### src/pmcpo_pkg.sv
`default_nettype none

package pmcpo_pkg;
    // Configuration dword byte offsets
    localparam logic [7:0] PORT_OPT_OFS = 8'h74;
    localparam logic [7:0] PM_CAP_OFS = 8'h80;
    localparam logic [7:0] PM_DATA_OFS = 8'h84;

    // Preload table entries feeding this slice
    localparam logic [4:0] PRE_PM_DATA_IDX = 5'h0D;
    localparam logic [4:0] PRE_PORT_OPT_IDX = 5'h0E;

    // Capability dword fields
    localparam int PM_VER_LSB = 16;
    localparam logic [2:0] PM_VER_VAL = 3'h2;
    localparam int PM_DSI_BIT = 21;
    localparam int PM_D1_BIT = 25;
    localparam int PM_D2_BIT = 26;
    localparam int PM_WAKE_LSB = 27;
    localparam logic [31:0] PM_CAP_VAL = 32'h0602_0000;

    // Data byte sits in the top byte lane
    localparam int PM_DATA_LSB = 24;
    localparam logic [7:0] PM_DATA_RST = 8'h00;

    // Port option fields
    localparam int PO_PRI_RD_ALIAS = 1;
    localparam int PO_PRI_WR_ALIAS = 2;
    localparam int PO_SEC_RD_ALIAS = 3;
    localparam int PO_SEC_WR_ALIAS = 4;
    localparam int PO_PRI_RLM_ALIAS = 5;
    localparam int PO_SEC_RLM_ALIAS = 6;
    localparam int PO_PRI_MWI_DIS = 7;
    localparam int PO_SEC_MWI_DIS = 8;
    localparam int PO_LOCK_LONG_REQ = 9;
    localparam int PO_SEC_HOLD_REQ = 10;
    localparam int PO_PRI_HOLD_REQ = 11;
    localparam logic [15:0] PO_WMASK = 16'h0FFE;
    localparam logic [15:0] PO_RST = 16'h0000;
endpackage

`default_nettype wire

### src/pmcpo_regs.sv
// Behaviour
// Capability version reads as binary 010
// Device-specific initialisation bit reads zero
// D1 support bit reads one
// D2 support bit reads one
// Wake-event support field reads all zero
// Data byte read-only, loaded from preload
// Bits 1-4 enable read/write aliasing
// Bits 5-6 enable line/multiple aliasing
// Bits 7-8 disable invalidate aliasing
// Bit 9 lengthens request for locks
// Bits 10-11 hold request longer
// Bits 0 and 15:12 have no function
// Reserved bits read zero, ignore writes
`timescale 1ns/1ps
`default_nettype none

module pmcpo_regs (
    input wire logic clk,
    input wire logic nrst,
    input wire logic cfg_rd,
    input wire logic cfg_wr,
    input wire logic [7:0] cfg_addr,
    input wire logic [3:0] cfg_be,
    input wire logic [31:0] cfg_wdata,
    output logic [31:0] cfg_rdata,
    output logic cfg_rvalid,
    input wire logic pre_wr,
    input wire logic [4:0] pre_idx,
    input wire logic [15:0] pre_data,
    output logic pri_mem_rd_alias,
    output logic pri_mem_wr_alias,
    output logic sec_mem_rd_alias,
    output logic sec_mem_wr_alias,
    output logic pri_rdlm_alias,
    output logic sec_rdlm_alias,
    output logic pri_mwi_alias_dis,
    output logic sec_mwi_alias_dis,
    output logic lock_long_req,
    output logic sec_hold_req,
    output logic pri_hold_req
);

    // Byte-lane merge of a 16-bit field under a write mask
    function automatic logic [15:0] merge16(input logic [15:0] old_v,
                                            input logic [15:0] new_v,
                                            input logic [1:0] be,
                                            input logic [15:0] wmask);
        logic [15:0] lanes;
        lanes = {{8{be[1]}}, {8{be[0]}}} & wmask;
        merge16 = (old_v & ~lanes) | (new_v & lanes);
    endfunction

    // Preload entry decode, shared by the state logic and the checks
    function automatic logic pre_hit(input logic strobe,
                                     input logic [4:0] idx,
                                     input logic [4:0] entry);
        pre_hit = strobe && (idx == entry);
    endfunction

    // Config offset decode; the bus carries whole dword offsets only
    function automatic logic cfg_hit(input logic strobe,
                                     input logic [7:0] addr,
                                     input logic [7:0] ofs);
        cfg_hit = strobe && (addr == ofs);
    endfunction

    logic [15:0] port_opt_ff;
    logic [15:0] nxt_port_opt;
    logic [7:0] pm_data_ff;
    logic [7:0] nxt_pm_data;
    logic [31:0] nxt_rdata;
    logic nxt_rvalid;
    logic hit_po_wr;
    logic hit_pre_po;
    logic hit_pre_data;
    logic hit_po_rd;
    logic hit_cap_rd;
    logic hit_data_rd;

    // Strobe decodes
    assign hit_po_wr = cfg_hit(cfg_wr, cfg_addr, pmcpo_pkg::PORT_OPT_OFS);
    assign hit_pre_po = pre_hit(pre_wr, pre_idx, pmcpo_pkg::PRE_PORT_OPT_IDX);
    assign hit_pre_data = pre_hit(pre_wr, pre_idx, pmcpo_pkg::PRE_PM_DATA_IDX);
    // Read decodes only feed the checks; the read mux decodes by case
    assign hit_po_rd = cfg_hit(cfg_rd, cfg_addr, pmcpo_pkg::PORT_OPT_OFS);
    assign hit_cap_rd = cfg_hit(cfg_rd, cfg_addr, pmcpo_pkg::PM_CAP_OFS);
    assign hit_data_rd = cfg_hit(cfg_rd, cfg_addr, pmcpo_pkg::PM_DATA_OFS);

    // Register state; a config write beats a preload in the same cycle
    always_comb begin
        nxt_port_opt = port_opt_ff;
        nxt_pm_data = pm_data_ff;
        // reserved bits masked
        if (hit_pre_po) begin
            nxt_port_opt = pre_data & pmcpo_pkg::PO_WMASK;
        end
        // preload only source
        if (hit_pre_data) begin
            nxt_pm_data = pre_data[15:8];
        end
        // masked write lanes
        if (hit_po_wr) begin
            nxt_port_opt = merge16(port_opt_ff, cfg_wdata[15:0], cfg_be[1:0],
                                   pmcpo_pkg::PO_WMASK);
        end
    end

    always_ff @(posedge clk) begin
        if (!nrst) begin
            port_opt_ff <= pmcpo_pkg::PO_RST;
            pm_data_ff <= pmcpo_pkg::PM_DATA_RST;
        end else begin
            port_opt_ff <= nxt_port_opt;
            pm_data_ff <= nxt_pm_data;
        end
    end

    // Read mux, answered one cycle after the strobe
    always_comb begin
        nxt_rdata = 32'h0000_0000;
        nxt_rvalid = cfg_rd;
        if (cfg_rd) begin
            case (cfg_addr)
                // reserved bits read zero
                pmcpo_pkg::PORT_OPT_OFS: nxt_rdata = {16'h0000, port_opt_ff};
                // fixed capability word
                // no init bit
                // D1 bit set
                // D2 bit set
                // wake field zero
                pmcpo_pkg::PM_CAP_OFS: nxt_rdata = pmcpo_pkg::PM_CAP_VAL;
                // data byte lane
                pmcpo_pkg::PM_DATA_OFS: nxt_rdata = {pm_data_ff, 24'h00_0000};
                default: nxt_rdata = 32'h0000_0000;
            endcase
        end
    end

    always_ff @(posedge clk) begin
        if (!nrst) begin
            cfg_rdata <= 32'h0000_0000;
            cfg_rvalid <= 1'b0;
        end else begin
            cfg_rdata <= nxt_rdata;
            cfg_rvalid <= nxt_rvalid;
        end
    end

    // read/write alias enables
    assign pri_mem_rd_alias = port_opt_ff[pmcpo_pkg::PO_PRI_RD_ALIAS];
    assign pri_mem_wr_alias = port_opt_ff[pmcpo_pkg::PO_PRI_WR_ALIAS];
    assign sec_mem_rd_alias = port_opt_ff[pmcpo_pkg::PO_SEC_RD_ALIAS];
    assign sec_mem_wr_alias = port_opt_ff[pmcpo_pkg::PO_SEC_WR_ALIAS];
    // line/multiple alias enables
    assign pri_rdlm_alias = port_opt_ff[pmcpo_pkg::PO_PRI_RLM_ALIAS];
    assign sec_rdlm_alias = port_opt_ff[pmcpo_pkg::PO_SEC_RLM_ALIAS];
    // invalidate alias disables
    assign pri_mwi_alias_dis = port_opt_ff[pmcpo_pkg::PO_PRI_MWI_DIS];
    assign sec_mwi_alias_dis = port_opt_ff[pmcpo_pkg::PO_SEC_MWI_DIS];
    // long lock request
    assign lock_long_req = port_opt_ff[pmcpo_pkg::PO_LOCK_LONG_REQ];
    // request hold controls
    assign sec_hold_req = port_opt_ff[pmcpo_pkg::PO_SEC_HOLD_REQ];
    assign pri_hold_req = port_opt_ff[pmcpo_pkg::PO_PRI_HOLD_REQ];
endmodule // pmcpo_regs

`default_nettype wire

### config.mk
export PLATFORM = sky130hd
export DESIGN_NAME = pmcpo_regs
export DESIGN_NICKNAME = d
export VERILOG_FILES = /design/src/pmcpo_pkg.sv /design/src/pmcpo_regs.sv
export SDC_FILE = /design/constraint.sdc
export NUM_CORES = 1
export LEC_CHECK = 0
export ABC_AREA = 1
export BUFFER_PORTS_ARGS = -buffer_cell sky130_fd_sc_hd__buf_2
export CORE_MARGIN = 4
export CORE_UTILIZATION = 41
export DETAILED_ROUTE_END_ITERATION = 8
export PLACE_DENSITY = 0.76
export RECOVER_POWER = 50
export SLEW_MARGIN = 5
export SYNTH_ARGS = -nofsm -noshare
export SYNTH_HDL_FRONTEND = slang
export SYNTH_SLANG_ARGS = --single-unit
### constraint.sdc
create_clock -name clk -period 1.2 [get_ports clk]
set_input_delay 0.06 -clock clk [delete_from_list [all_inputs] [get_ports clk]]
set_output_delay 0.06 -clock clk [all_outputs]
set_load 0.03 [all_outputs]
# After elaboration in Yosys (flattened, before gate mapping)
# Cells that the tools add are included.
[totals] regBits=57 output_inout_bits=44 input_bits=70 elab_cells=21
[op_classes] bitwise=4 muxes=3 n_eq_ne=5 n_reduce_logical=5
[ops] operator="32-bit case mux with 3 select lines" count=1
[ops] operator="16-bit two-way mux" count=2
[ops] operator="16-bit by 12-bit bitwise AND with 16-bit output" count=1
[ops] operator="16-bit bitwise AND" count=1
[ops] operator="8-bit equality test, second input constant" count=2
[ops] operator="12-bit inverter with 16-bit output" count=1
[ops] operator="16-bit OR" count=1
[ops] operator="5-bit by 4-bit equality test with 1-bit output, second input constant" count=2
[ops] operator="8-bit by 7-bit equality test with 1-bit output, second input constant" count=1
[ops] operator="1-bit logical AND" count=3
[ops] operator="2-bit AND reduction" count=1
[ops] operator="2-bit nonzero test" count=1

# Longest topological paths before layout
[logic_depth] depth_word=4 mapped_depth=10 depth_no_buf=9

# Least setup slack after synthesis
# No wires, ideal clock.
[synth_path] path_type="input port to flip-flop" from="in cfg_addr[0]" to="reg port_opt_ff[5]" arrival_time_ns=0.846 setup_time_ns=0.113 setup_slack_ns=0.241 n_path_buf=1 required_ns=1.087 cell_stages=9 path_cell_list="inv_1 nand2_1 nor2_4 nand3_4 buf_2 nand2_1 o21ai_0 nor2_1 nor2_1"
[synth_via] elab_chain_len=3 elab_cells_between_ends=4 classes_between="1 x eq/ne; 1 x mux; 2 x reduce/logical"
[synth_rtl] item="start, declared" line="pmcpo_regs.sv:23" rtl="input wire logic [7:0] cfg_addr,"
[synth_rtl] item="8-bit by 7-bit equality test with 1-bit output (*)" line="pmcpo_regs.sv:65" rtl="cfg_hit = strobe && (addr == ofs);"
[synth_rtl] item="1-bit logical AND (*)" line="pmcpo_regs.sv:65"
[synth_rtl] item="16-bit two-way mux / 2-bit nonzero test (equally long branches)"
[synth_rtl] item="end signal, assigned" line="pmcpo_regs.sv:111" rtl="port_opt_ff <= pmcpo_pkg::PO_RST;"
[synth_rtl] item="end signal, assigned" line="pmcpo_regs.sv:114" rtl="port_opt_ff <= nxt_port_opt;"
[synth_rtl] item="end, declared" line="pmcpo_regs.sv:68" rtl="logic [15:0] port_opt_ff;"
# Every way passes the cells marked *; elsewhere a longest branch is shown, timed or not.
# A chain may end at the register's enable or synchronous reset.

# Worst setup path after layout
[layout_path] from="reg cfg_rdata[1]" to="out cfg_rdata[1]"
[layout_lines] item="start, declared" line="pmcpo_regs.sv:26" rtl="output logic [31:0] cfg_rdata,"
[layout_lines] item="start signal, assigned" line="pmcpo_regs.sv:145" rtl="cfg_rdata <= nxt_rdata;"
# No word-level cell between the ends.

==> impl_metrics.yaml <==
floorplanning:
  chipHeight_um: 72.8
  io_pins: 114
  start_util_pct: 42.7
  core_um2: 4030
  fp.dieArea_um2: 5290
  die_w_um: 72.8
  rows: 23
timing:
  skew_ns: 0.00346
  setup_viol: 0
  tns_ns: 0
  slew_violations: 0
  finalCritPeriodShare_pct: 81.8
  timing.final.crit_period_ns: 0.982
  max_freq_ghz: 1.02
  rsz0062_at_grt: "no"
  hold_viol: 0
  finalWorstSetupSlack_ns: 0.218
global_routing:
  antenna_found_initial: 0
  grt_use_total_pct: 14.9
  grt-ovfl-total: 0
  grt_pass1_wl_um: 6090
  grt_pass1_vias: 1439
  grt_max_degree: 20
clock_tree:
  worstSkewPairLatency_ns: 0.28
  post_cts_buffers: 0
  cts_tree: "done"
  cts_sinks: 41
  cts_max_path_buffers: 2
  clkTransAtPathRegs_ns: 0.07
  htreeDepth: 2
  cts_resized: 0
  postCtsHoldBufs: 0
  cts_buffers: 5
  cts-root-buf: "clkbuf_8"
worst_hold_path:
  whs_path_depth: 3
  min_from: "pre_data[15]"
  min_to: "pm_data_ff[7]"
  hold_class: "in -> reg"
yosys:
  syn_area_um2: 1720
  synth-main-ff-cell: "dfxtp_1"
  synth_top_family_by_area: "simple AND/OR/NAND/NOR gates"
  synth_area_leaders: "dfxtp_1, nand2_1, nor2_1"
  synth.area.mux_share_pct: 0
  ys_seq_elements: 41
  synth_edf_count: 0
  yosys.area_share.simple_pct: 30.8
  yosys.area_share.adder_pct: 0
  async_reset_ff_share_pct: 0
  synth_compound_area_share_pct: 7.28
  yosysUniqueCellTypes: 19
  syn_area_per_cell_um2: 7.32
  yosysSeqAreaShare_pct: 47.7
  synth-xor-area-share_pct: 0
  yosysTopAreaCellShare_pct: 47.7
  synth_area_leader_cell: "dfxtp_1"
  ys_warn_count: 0
  netlist_instances: 235
job:
  drv_cap: 0
worst_setup_path:
  cp_slowest_cell: "clkbuf_1"
  crit_chain: "clkbuf_1"
  cp_max_fo: 1
  path_buf_inv: 1
  r2r_end: "cfg_rdata[4]"
  critical_path_class: "reg -> out"
  reg2regPathDepth: 2
  cp_top_family: "buffers and inverters"
  cp-end-kind: "output pin"
  start_kind: "flip-flop"
  critical_path_arrival_ns: 0.92
  worst_path_largest_cell_delay_ns: 0.33
  r2r_slack_ns: 0.55
  required_ns: 1.14
  r2r-start: "port_opt_ff[4]"
placement:
  placed_cells: 358
  dp_worst_setup_slack_ns: 0.0416
  port_buffers: 82
  placed_area_um2: 2110
  place_hpwl_um: 3120
  gp_congestion: 0.735
cells_and_area:
  final_cell_mix: "buf_2, nand2_1, dfxtp_1"
  layout_commonest_cell: "buf_2"
  area_delta_synth_final_pct: 27.6
  drive_gt1_share_pct: 25.7
  post-route-util_pct: 54.4
  nets: 385
  fillers: 419
  finalNonFillerCells: 365
  design_area_um2: 2190
  diodes: 0
power:
  p_leak_nw: 1.11
  powerDensity_nw_per_um2: 1230
  peakVddDrop_mv: 0.468
route:
  vias: 1603
  drt_iter0_drc: 66
  drt_wl_total_um: 4000
  viasPerCell: 4.39
  wl_per_cell_um: 11.0
  drc: 0
  ant_nets: 0
  firstDrtPassIters: 4
run_status:
  outcome: "completed"
## where the power goes
group / internal (mW) / switching [mW] / total, mW
Clock: 0.604 / 0.439 / 1.04
Combinational: 0.0985 / 0.173 / 0.272
Sequential: 1.37 / 0.00582 / 1.38
## stage by stage
| step | hold slack, ns | total power [mW] |
|---|---|---|
| finish | 0.0484 | 2.69 |
| global route | 0.0919 | 2.81 |
| CTS | 0.0444 | 2.72 |
| detailed placement | 0.343 | 1.68 |
| global placement | 0.317 | 1.68 |
| floorplan | 0.227 | 1.59 |
## worst max-delay path by stage
stage / from / end / slack [ns] / cells past startpoint
after floorplan: cfg_addr[0] / port_opt_ff[5] / 0.24 / 9
after global placement: cfg_addr[0] / port_opt_ff[2] / 0.05 / 10
after detailed placement: cfg_addr[0] / port_opt_ff[7] / 0.04 / 10
after CTS: cfg_rdata[15] / cfg_rdata[14] / 0.25 / 1
after global routing: cfg_rdata[1] / cfg_rdata[1] / 0.18 / 1
final: cfg_rdata[1] / cfg_rdata[1] / 0.22 / 1
## flip-flops by register name, indices dropped and copies added, names as in the netlist
| register | cells |
|---|---|
| cfg_rvalid | 1 |
| pm_data_ff | 8 |
| cfg_rdata | 21 |
| port_opt_ff | 11 |
## cells by family (layout without fill, tap and decap cells)
kind of cell | after synthesis | after routing
other | 1 | 8
AO/OA/AOI/OAI | 25 | 25
AND/OR/NAND/NOR | 120 | 120
flip-flops | 41 | 41
buffers and inverters | 48 | 121
## Yosys cell counts, types with 3 or more instances
library cell,instances
o21ai_1,8
o21ai_0,13
a21oi_1,4
buf_2,3
nor3_1,16
clkbuf_1,4
nor2_1,36
nand4_1,3
inv_1,28
dfxtp_1,41
buf_4,11
nand2_1,56
## layer usage
layer	vias to the layer above	global-route usage (%)	routed length [µm]
met3	2	4.27	381
met4	0	5.53	30
met5	-	0	0
met2	64	26.2	1870
li1	859	-	-
met1	678	17.1	1710
## cell type report
cell class | count | area, µm² | area share [%]
Clock buffer | 5 | 68.8 | 3.14
Clock inverter | 2 | 35.0 | 1.60
Inverter | 28 | 105 | 4.79
Multi-Input combinational cell | 153 | 684 | 31.2
Sequential cell | 41 | 821 | 37.4
Tap cell | 50 | 62.6 | 2.85
Timing Repair Buffer | 86 | 417 | 19.0
No activity file was read; power rests on OpenSTA's default activity.
